$ cat src/include/ccs_pkg.sv
`default_nettype none

package ccs_pkg;

    // Command codes taken from the first byte after the address.
    localparam logic [7:0] CCS_CMD_CONFIG_WRITE = 8'hD2;
    localparam logic [7:0] CCS_CMD_CHANNEL_SEL  = 8'hC3;

    // Configuration byte layout: the high nibble must be the inverse of the low one.
    localparam int CCS_CFG_LO_MSB = 3;
    localparam int CCS_CFG_HI_LSB = 4;
    localparam logic [3:0] CCS_CFG_READ_HI = 4'h0;

    localparam int CCS_CHANNELS = 8;
    localparam logic [2:0] CCS_CHAN_RESET = 3'h0;

    // Codes written to select a channel, and the codes read back, which differ from them except for channel seven (87h).
    localparam logic [7:0] CCS_CHAN_WR_CODE [CCS_CHANNELS] = '{
        8'hF0, 8'hE1, 8'hD2, 8'hC3, 8'hB4, 8'hA5, 8'h96, 8'h87};
    localparam logic [7:0] CCS_CHAN_RD_CODE [CCS_CHANNELS] = '{
        8'hB8, 8'hB1, 8'hAA, 8'hA3, 8'h9C, 8'h95, 8'h8E, 8'h87};

    localparam logic [7:0] CCS_READ_OTHER = 8'h00;

    typedef struct packed {
        logic bus_speed_select;
        logic strong_pullup_enable;
        logic presence_mask_enable;
        logic active_pullup_enable;
    } ccs_cfg_type;

    localparam ccs_cfg_type CCS_CFG_RESET = '{default: 1'b0};

    // Read pointer positions; commands steer only the last two, and a reset returns the pointer to the first.
    typedef enum logic [1:0] {
        CCS_PTR_STATUS  = 2'b00,
        CCS_PTR_DATA    = 2'b01,
        CCS_PTR_CHANNEL = 2'b10,
        CCS_PTR_CONFIG  = 2'b11
    } ccs_ptr_type;

    typedef enum logic [1:0] {
        CCS_ST_IDLE = 2'b00,
        CCS_ST_CFG  = 2'b01,
        CCS_ST_CHAN = 2'b10,
        CCS_ST_SKIP = 2'b11
    } ccs_state_type;

endpackage : ccs_pkg

`default_nettype wire

$ cat src/logic/ccs_config_channel.sv
`timescale 1ns/1ps
`default_nettype none

// What this block does
// - A config-write code followed by one config byte stores new bus settings that apply at once.
// - A config byte is stored only when its high nibble is the bitwise inverse of its low nibble.
// - Reading the config register gives zeros in the high nibble and the settings in the low nibble.
// - The config register changes on the rising clock edge of the acknowledge after the config byte.
// - If the line is busy when either command code arrives, neither the code nor its parameter is acknowledged.
// - After a config write the read pointer sits on the config register.
// - A config write updates speed, strong pullup, presence masking and active pullup, and starts no bus activity.
// - A channel-select code followed by one selection byte picks the bus channel for later bus commands.
// - Selection codes F0h down to 87h pick channels zero to seven, and channel zero is the default.
// - The channel register reads back B8h down to 87h for channels zero to seven.
// - A selection byte that matches no valid code is not acknowledged and leaves the channel unchanged.
// - The channel register changes on the rising clock edge of the acknowledge after a valid selection byte.
// - After a channel select the read pointer sits on the channel register.
// - A successful config write clears the reset-occurred flag.
// - A device reset selects channel zero and clears all four settings.
module ccs_config_channel
    import ccs_pkg::*;
(
    // Clock, reset and enable
    input  wire logic        clk,
    input  wire logic        reset_n,
    input  wire logic        clk_en,
    // Byte stream from the serial front end
    input  wire logic        byte_valid,
    input  wire logic        byte_first,
    input  wire logic [7:0]  byte_data,
    input  wire logic        ack_edge,
    // Device state
    input  wire logic        line_busy_flag,
    input  wire logic        device_reset,
    // Acknowledge decision
    output logic             ack_claim_reg,
    output logic             ack_reg,
    // Settings and selection
    output ccs_cfg_type      cfg_reg,
    output logic [2:0]       channel_reg,
    output logic             reset_occurred_reg,
    // Read-back
    output ccs_ptr_type      read_ptr_reg,
    output logic [7:0]       read_data_reg
);

    ccs_state_type state_reg;
    logic          commit_cfg_reg;
    logic          commit_chan_reg;
    logic          move_cfg_ptr_reg;
    logic [7:0]    param_reg;
    logic [2:0]    chan_pick_reg;
    logic          cfg_ok;
    logic          chan_ok;
    logic [2:0]    chan_idx;
    logic [CCS_CHANNELS-1:0] chan_hit;

    assign cfg_ok = (byte_data[7:CCS_CFG_HI_LSB] == ~byte_data[CCS_CFG_LO_MSB:0]);

    genvar g;
    generate
        for (g = 0; g < CCS_CHANNELS; g++) begin : g_match
            assign chan_hit[g] = (byte_data == CCS_CHAN_WR_CODE[g]);
        end
    endgenerate

    assign chan_ok = |chan_hit;

    always_comb begin
        chan_idx = CCS_CHAN_RESET;
        for (int i = 0; i < CCS_CHANNELS; i++) begin
            if (chan_hit[i]) begin
                chan_idx = 3'(i);
            end
        end
    end

    // Command decode. A first byte always restarts decoding, so a repeated start
    // abandons any half-received command.
    always_ff @(posedge clk or negedge reset_n) begin
        if (!reset_n) begin
            state_reg       <= CCS_ST_IDLE;
            ack_claim_reg   <= 1'b0;
            ack_reg         <= 1'b0;
            commit_cfg_reg  <= 1'b0;
            commit_chan_reg <= 1'b0;
            move_cfg_ptr_reg <= 1'b0;
            param_reg       <= 8'h00;
            chan_pick_reg   <= CCS_CHAN_RESET;
        end else if (clk_en) begin
            if (device_reset) begin
                state_reg       <= CCS_ST_IDLE;
                ack_claim_reg   <= 1'b0;
                ack_reg         <= 1'b0;
                commit_cfg_reg  <= 1'b0;
                commit_chan_reg <= 1'b0;
                move_cfg_ptr_reg <= 1'b0;
            end else if (byte_valid && byte_first) begin
                commit_cfg_reg  <= 1'b0;
                commit_chan_reg <= 1'b0;
                move_cfg_ptr_reg <= 1'b0;
                if (byte_data == CCS_CMD_CONFIG_WRITE || byte_data == CCS_CMD_CHANNEL_SEL) begin
                    ack_claim_reg <= 1'b1;
                    ack_reg       <= !line_busy_flag;
                    if (line_busy_flag) begin
                        state_reg <= CCS_ST_SKIP;
                    end else if (byte_data == CCS_CMD_CONFIG_WRITE) begin
                        state_reg <= CCS_ST_CFG;
                    end else begin
                        state_reg <= CCS_ST_CHAN;
                    end
                end else begin
                    ack_claim_reg <= 1'b0;
                    ack_reg       <= 1'b0;
                    state_reg     <= CCS_ST_IDLE;
                end
            end else if (byte_valid) begin
                param_reg <= byte_data;
                state_reg <= CCS_ST_IDLE;
                unique case (state_reg)
                    CCS_ST_IDLE: begin
                        ack_claim_reg <= 1'b0;
                        ack_reg       <= 1'b0;
                    end
                    CCS_ST_CFG: begin
                        ack_claim_reg    <= 1'b1;
                        ack_reg          <= 1'b1;
                        commit_cfg_reg   <= cfg_ok;
                        move_cfg_ptr_reg <= 1'b1;
                    end
                    CCS_ST_CHAN: begin
                        ack_claim_reg   <= 1'b1;
                        ack_reg         <= chan_ok;
                        commit_chan_reg <= chan_ok;
                        chan_pick_reg   <= chan_idx;
                    end
                    CCS_ST_SKIP: begin
                        ack_claim_reg <= 1'b1;
                        ack_reg       <= 1'b0;
                    end
                endcase
            end else if (ack_edge) begin
                commit_cfg_reg   <= 1'b0;
                commit_chan_reg  <= 1'b0;
                move_cfg_ptr_reg <= 1'b0;
            end
        end
    end

    // Settings register. Storing it starts nothing on the bus line.
    always_ff @(posedge clk or negedge reset_n) begin
        if (!reset_n) begin
            cfg_reg <= CCS_CFG_RESET;
        end else if (clk_en) begin
            if (device_reset) begin
                cfg_reg <= CCS_CFG_RESET;
            end else if (ack_edge && commit_cfg_reg) begin
                cfg_reg <= ccs_cfg_type'(param_reg[CCS_CFG_LO_MSB:0]);
            end
        end
    end

    always_ff @(posedge clk or negedge reset_n) begin
        if (!reset_n) begin
            channel_reg <= CCS_CHAN_RESET;
        end else if (clk_en) begin
            if (device_reset) begin
                channel_reg <= CCS_CHAN_RESET;
            end else if (ack_edge && commit_chan_reg) begin
                // The decoded index is stored, not bits of the code, so the table may change freely.
                channel_reg <= chan_pick_reg;
            end
        end
    end

    // The reset event wins over a clear arriving in the same cycle.
    always_ff @(posedge clk or negedge reset_n) begin
        if (!reset_n) begin
            reset_occurred_reg <= 1'b1;
        end else if (clk_en) begin
            if (device_reset) begin
                reset_occurred_reg <= 1'b1;
            end else if (ack_edge && commit_cfg_reg) begin
                reset_occurred_reg <= 1'b0;
            end
        end
    end

    always_ff @(posedge clk or negedge reset_n) begin
        if (!reset_n) begin
            read_ptr_reg <= CCS_PTR_STATUS;
        end else if (clk_en) begin
            if (device_reset) begin
                read_ptr_reg <= CCS_PTR_STATUS;
            end else if (ack_edge && move_cfg_ptr_reg) begin
                read_ptr_reg <= CCS_PTR_CONFIG;
            end else if (ack_edge && commit_chan_reg) begin
                read_ptr_reg <= CCS_PTR_CHANNEL;
            end
        end
    end

    // Read data trails the registers by one cycle, which the front end easily absorbs
    // since a read byte is only shifted out many clocks after the pointer moves.
    always_ff @(posedge clk or negedge reset_n) begin
        if (!reset_n) begin
            read_data_reg <= CCS_READ_OTHER;
        end else if (clk_en) begin
            unique case (read_ptr_reg)
                CCS_PTR_CONFIG:  read_data_reg <= {CCS_CFG_READ_HI, cfg_reg};
                CCS_PTR_CHANNEL: read_data_reg <= CCS_CHAN_RD_CODE[channel_reg];
                default:         read_data_reg <= CCS_READ_OTHER;
            endcase
        end
    end

    a_busy_no_ack: assert property (@(posedge clk) disable iff (!reset_n)
        clk_en && !device_reset && byte_valid && byte_first && line_busy_flag
        && (byte_data == CCS_CMD_CONFIG_WRITE || byte_data == CCS_CMD_CHANNEL_SEL)
        |=> ack_claim_reg && !ack_reg && state_reg == CCS_ST_SKIP)
        else $error("busy command was acknowledged");

    a_bad_cfg_kept: assert property (@(posedge clk) disable iff (!reset_n)
        clk_en && ack_edge && !commit_cfg_reg && !device_reset
        |=> $stable(cfg_reg) && $stable(reset_occurred_reg))
        else $error("settings changed without a valid config byte");

    a_cfg_store: assert property (@(posedge clk) disable iff (!reset_n)
        clk_en && ack_edge && commit_cfg_reg && !device_reset
        |=> cfg_reg == ccs_cfg_type'($past(param_reg[CCS_CFG_LO_MSB:0])) && !reset_occurred_reg)
        else $error("config not stored on acknowledge edge");

    a_cfg_check: assert property (@(posedge clk) disable iff (!reset_n)
        commit_cfg_reg |-> param_reg[7:CCS_CFG_HI_LSB] == ~param_reg[CCS_CFG_LO_MSB:0])
        else $error("config byte pending without complement match");

    a_bad_sel_nack: assert property (@(posedge clk) disable iff (!reset_n)
        clk_en && !device_reset && byte_valid && !byte_first && state_reg == CCS_ST_CHAN && !chan_ok
        |=> !ack_reg && !commit_chan_reg)
        else $error("invalid selection code acknowledged");

    a_chan_ptr: assert property (@(posedge clk) disable iff (!reset_n)
        clk_en && ack_edge && commit_chan_reg && !move_cfg_ptr_reg && !device_reset
        |=> read_ptr_reg == CCS_PTR_CHANNEL ##1 !clk_en || read_data_reg == CCS_CHAN_RD_CODE[channel_reg])
        else $error("channel pointer or read-back wrong");

    a_cfg_readback: assert property (@(posedge clk) disable iff (!reset_n)
        clk_en && $past(clk_en) && read_ptr_reg == CCS_PTR_CONFIG && $past(read_ptr_reg) == CCS_PTR_CONFIG
        |-> read_data_reg == {CCS_CFG_READ_HI, $past(cfg_reg)})
        else $error("config read-back high nibble not zero");

    a_reset_default: assert property (@(posedge clk) disable iff (!reset_n)
        clk_en && device_reset
        |=> channel_reg == CCS_CHAN_RESET && cfg_reg == CCS_CFG_RESET && reset_occurred_reg)
        else $error("device reset did not restore defaults");

endmodule : ccs_config_channel

`default_nettype wire

$ cat config.mk
export PLATFORM = sky130hd
export DESIGN_NAME = ccs_config_channel
export DESIGN_NICKNAME = d
export VERILOG_FILES = /design/src/include/ccs_pkg.sv /design/src/logic/ccs_config_channel.sv
export SDC_FILE = /design/constraint.sdc
export NUM_CORES = 1
export LEC_CHECK = 0
export BUFFER_PORTS_ARGS = -buffer_cell sky130_fd_sc_hd__buf_4
export CAP_MARGIN = 20
export CORE_MARGIN = 3
export CORE_UTILIZATION = 57
export CTS_CLUSTER_DIAMETER = 50
export DETAILED_ROUTE_END_ITERATION = 16
export PLACE_DENSITY_LB_ADDON = 0.12
export SETUP_SLACK_MARGIN = 0.5
export SYNTH_ARGS = -nofsm -noshare
export SYNTH_HDL_FRONTEND = slang
export SYNTH_SLANG_ARGS = --single-unit
export TNS_END_PERCENT = 50
$ cat constraint.sdc
create_clock -name clk -period 2.9 [get_ports clk]
set_clock_uncertainty 0.15 [all_clocks]
set_input_delay 0.29 -clock clk [delete_from_list [all_inputs] [get_ports clk]]
set_output_delay 0.29 -clock clk [all_outputs]
set_load 0.02 [all_outputs]
==> out/results.tsv, run 1 <==
metric	value	unit
post-CTS setup buffers	0	
Area Growth Syn to Fin	20.2	%
Avg Vias per Cell	5.94	
DR WL/cell	15.4	microns
Leak	0.886	nW
CTS tree	yes	
Mapped Avg Cell Area	11.0	sq um
largest fanout on the critical path	6	
initial DRC count	27	
gpl congestion	0.752	
via count	1223	
reg2reg setup slack	1.33	ns
initial antenna violation count	0	
final cycle utilization of the critical path	54.2	%
critical path capture point type	flop	
Setup violations, final	0	
max reg flops	7	
status	finished clean	
DRT antenna net count	0	
synthesis-stage register bit count	31	
Hold Crit Class	input pin to flop	
DRC viols	0	
Synth top area share	48.2	%
Endpoint, Worst Hold	ack_reg	
hold path depth	2	
sequential area share after synthesis	49.9	%
final wirelength	3180	microns
clock-pin slew on the worst setup and hold paths	0.09	ns
Die Wd	58.3	microns
Layout Utilization	73.6	%
post-synthesis cell count	141	
clock root buffer	clkbuf_4	
final hold vios	0	
Num CTS Buffers	5	
Crit Path Class	flop to flop	
Max Cap Viol	0	
first-pass GRT wire length	5550	microns
setup tns final	0	ns
crit path DAT	1.63	ns
worst hold start	line_busy_flag	
worst reg2reg startpoint	state_reg[0]	
worst reg2reg path endpoint	ack_reg	
crit path time final	1.57	ns
Yosys top cell by area	dfrtp_1	
most frequent cells in the layout	34 x buf_4, 30 x dfrtp_1, 9 x nand2_1, 8 x inv_1, 8 x a22o_1	
# clock sinks	31	
# port buffers	34	
largest buffer count on any clock path	2	
unrepaired setup endpoints after global routing	no	
dpl hpwl	2380	microns
DIE AREA	3400	sq um
most common cell after layout, fill and taps aside	buf_4	
Antenna Cells	0	
Pwr per Cell Area	433	nW/um^2
# IOs	36	
Tot GR Track Use	21.5	%
# H-tree levels	2	
share of layout cells above drive strength 1	30.7	%
final max-slew violation count	0	
Yosys warnings	0	
Startpoint Class	flop	
FMAX	636	MHz
ranking of synthesized cells by area	dfrtp_1 48%, a22o_1 4.5%, mux2_2 4.3%, mux2i_1 2.6%, ha_1 2.4%	
syn nets	160	
die height	58.3	microns
largest net degree at the start of global routing	32	
grt ovf	0	
Synth cell types	44	
final net count	195	
clock latency on the worst-skew pair	0.32	ns
number of global-route vias before repair	1304	
path depth of the worst reg2reg path	5	
CP required	2.96	ns
core area	2540	sq um
starting density of the core	61.2	%
drt pass-1 iters	4	
Mapped Area	1560	sq um
peak supply drop	442	uV
Site Rows	18	
-- per-layer routing --
layer	routed length (microns)	GRT usage [%]	share of wire, %	vias to the layer above
met3	152	6.01	4.8	4
met2	1670	39.6	53	29
met5	0	0	0	-
met4	23	6.62	0.72	0
met1	1330	23.7	42	604
li1	-	-	-	586
-- timing repair --
action / 4_1_cts / 5_1_grt
hold buffers: 1 / 0
gates resized for setup: 0 / 0
setup endpoints to repair: 0 / 0
hold endpoints to repair: 30 / 0
-- final cells by class --
class | instances | area, sq um
flip-flops and latches | 31 | 777
well taps | 30 | 37.5
multi-input cells | 95 | 707
inverters | 8 | 30.0
clock buffers | 6 | 51.3
repair buffers | 35 | 265
fillers | 183 | 672
clock inverters | 1 | 5.00
-- Yosys cell counts, drive strengths merged --
master    n
and4bb    2
inv       8
nand2b    1
dfstp     1
a21o      2
a41oi     1
o221ai    1
dfrtp    30
xor2      4
ha        3
a21oi     3
nor2b     2
and3b     1
clkbuf    1
o211ai    1
nand4     4
nor2      6
nor3b     1
and2b     2
a32oi     1
a22o      8
o21ai     7
nand3b    3
mux2i     4
nand2     9
o2bb2ai   3
or3       1
conb      1
or2       1
buf       6
and4b     2
o22ai     5
mux2      6
o31ai     1
nand3     4
nor4b     2
a31oi     3
-- critical path, cell delays in order, from the launching register on --
cell and delay [ns]:
dfrtp_1 0.38, inv_1 0.07, ha_1 0.28, and3b_1 0.19
a41oi_1 0.25, o221ai_2 0.13
-- where the power goes --
| group | switching [W] | leakage (nW) | internal (W) |
|---|---|---|---|
| sequential | 0.0000142 | 0.421 | 0.000447 |
| combinational | 0.0000529 | 0.431 | 0.0000452 |
| clock | 0.000140 | 0.0341 | 0.000112 |
| total | 0.000208 | 0.886 | 0.000604 |
-- logic make-up (layout without fill, tap and decap cells) --
kind of cell	after synthesis	after routing	share of synthesized area, %
mux	10	10	6.91
compound gates	36	36	16.6
other cells	1	1	0.241
buf+inv	15	50	4.74
flops	31	31	49.9
xor+xnor	4	4	2.73
simple gates	41	41	16.5
fa+ha+maj	3	3	2.41
-- through the flow --
stage	instance area [sq um]	std cells	setup slack [ns]	hold WS [ns]	power [W]
floorplan	1560	141	1.47	-0.156	0.000524
global placement	1810	198	1.34	0.0828	0.000562
detailed placement	1810	198	1.31	0.0918	0.000566
CTS	1870	206	1.33	0.0519	0.000816
global route	1870	206	1.21	0.0486	0.000841
finish	1870	206	1.33	0.0528	0.000812
-- worst max-delay path by stage --
stage | from | endpoint | slack (ns)
2_1_floorplan | state_reg[0] | ack_reg | 1.47
3_3_place_gp | clk_en | param_reg[3] | 1.34
3_5_place_dp | clk_en | param_reg[3] | 1.31
4_1_cts | state_reg[0] | ack_reg | 1.33
5_1_grt | state_reg[0] | ack_reg | 1.21
6_report | state_reg[0] | ack_reg | 1.33
Power figures use the tool's default switching activity.
==> inputs of run 2 (changes only) <==
Settings changed: CORE_UTILIZATION 57 to 47.
Clock period 2.9 ns to 1.3 ns, I/O delays scaled along.
==> out/results.tsv, run 2 (synthesized netlist as in run 1, its figures left out) <==
metric	value	unit
status	finished, violations left	
failing checks	negative hold slack, negative setup slack	
Tot GR Track Use	19.8	%
Startpoint Class	flop	
post-route cell area	2340	sq um
Pwr per Cell Area	913	nW/um^2
most common cell after layout, fill and taps aside	buf_4	
Max Cap Viol	0	
GRT busiest layer	met2	
grt ovf	0	
DRC viols	0	
number of global-route vias before repair	1335	
first-pass GRT wire length	6200	microns
path depth of the worst reg2reg path	5	
largest fanout on the critical path	3	
Avg Vias per Cell	5.32	
Setup violations, final	5	
total power	0.00213	W
max reg flops	7	
# port buffers	34	
# H-tree levels	2	
final hold vios	14	
# clock sinks	31	
final net count	216	
Leak	1.06	nW
DR WL/cell	14.7	microns
setup tns final	-0.235	ns
Endpoint, Worst Hold	read_ptr_reg[1]	
met1 usage	24.7	%
Setup WS pre-CTS	-0.0986	ns
worst reg2reg path endpoint	ack_reg	
peak supply drop	689	uV
largest buffer count on any clock path	2	
final cycle utilization of the critical path	106	%
initial DRC count	48	
Site Rows	20	
CTS Hold Bufs	1	
PnR worst setup slack	-0.0818	ns
met2 usage	32.3	%
Num CTS Buffers	5	
dpl hpwl	2550	microns
clock latency on the worst-skew pair	0.33	ns
drt pass-1 iters	4	
crit path DAT	1.45	ns
Placement Cell Area	1960	sq um
core area	3100	sq um
Area Growth Syn to Fin	50.0	%
CP required	1.37	ns
worst reg2reg startpoint	state_reg[0]	
reg2reg setup slack	-0.08	ns
clock root buffer	clkbuf_4	
# IOs	36	
final max-slew violation count	0	
met3 usage	4.46	%
starting density of the core	50.2	%
Die Wd	63.6	microns
largest net degree at the start of global routing	32	
worst hold start	device_reset	
clock-pin slew on the worst setup and hold paths	0.10	ns
DIE AREA	4040	sq um
critical path capture point type	flop	
via count	1287	
Antenna Cells	0	
gpl congestion	0.787	
unrepaired setup endpoints after global routing	yes	
number of fill cells	232	
worst hold slack	-0.166	ns
FMAX	724	MHz
final wirelength	3560	microns
die height	63.6	microns
DRT antenna net count	0	
share of layout cells above drive strength 1	50.0	%
crit path time final	1.38	ns
Crit Path Class	flop to flop	
initial antenna violation count	0	
Hold Crit Class	input pin to flop	
hold path depth	2	
most frequent cells in the layout	29 x buf_4, 28 x dfrtp_1, 24 x buf_6, 8 x a22o_1	
CTS tree	yes	
==> run 2: report_power, final <==
part           internal (W)  switching [W]
logic              0.000162       0.000154
clock network      0.000454       0.000342
registers          0.000998      0.0000226
==> run 2: final cells by class <==
type                       instances  area [sq um]  area share [%]
multi-input combinational         95           852            36.5
sequential                        31           779            33.4
timing repair buffer              56           533            22.8
tap                               44          55.1            2.36
clock buffer                       6          51.3            2.20
clock inverter                     2          35.0            1.50
inverter                           8          30.0            1.29
==> run 2: worst max path at each step <==
stage	startpoint	endpoint	slack [ns]
4_1_cts	state_reg[0]	ack_reg	-0.10
3_5_place_dp	state_reg[1]	ack_reg	-0.1
3_3_place_gp	state_reg[1]	ack_reg	-0.04
2_1_floorplan	state_reg[1]	ack_reg	-0.02
5_1_grt	state_reg[0]	ack_reg	-0.15
6_report	state_reg[0]	ack_reg	-0.08
==> run 2: stage by stage <==
step                util, %  cells
finish                 75.3    242
global route           75.3    242
CTS                    74.6    242
detailed placement     63.3    223
global placement       63.3    223
floorplan                 -    141
==> run 2: routing by layer <==
metal	share of wire (%)	vias up	routed length, microns
met2	50	31	1770
met1	44	617	1580
met4	1.3	0	48
met5	0	-	0
met3	4.7	5	168
li1	-	634	-
==> run 2: timing repair <==
| action | in CTS | in global routing |
|---|---|---|
| hold endpoints to repair | 45 | 14 |
| buffers inserted | 10 | 0 |
| endpoints found under the setup margin | 50 | 50 |
| pin swaps | 32 | 20 |
| resized for setup | 46 | 6 |
==> run 2: worst max-delay path: stages (launching register included) <==
cell      delay (ns)
dfrtp_1         0.42
inv_2           0.12
ha_4            0.21
nor2b_4         0.12
a41oi_2         0.15
o221ai_2        0.10
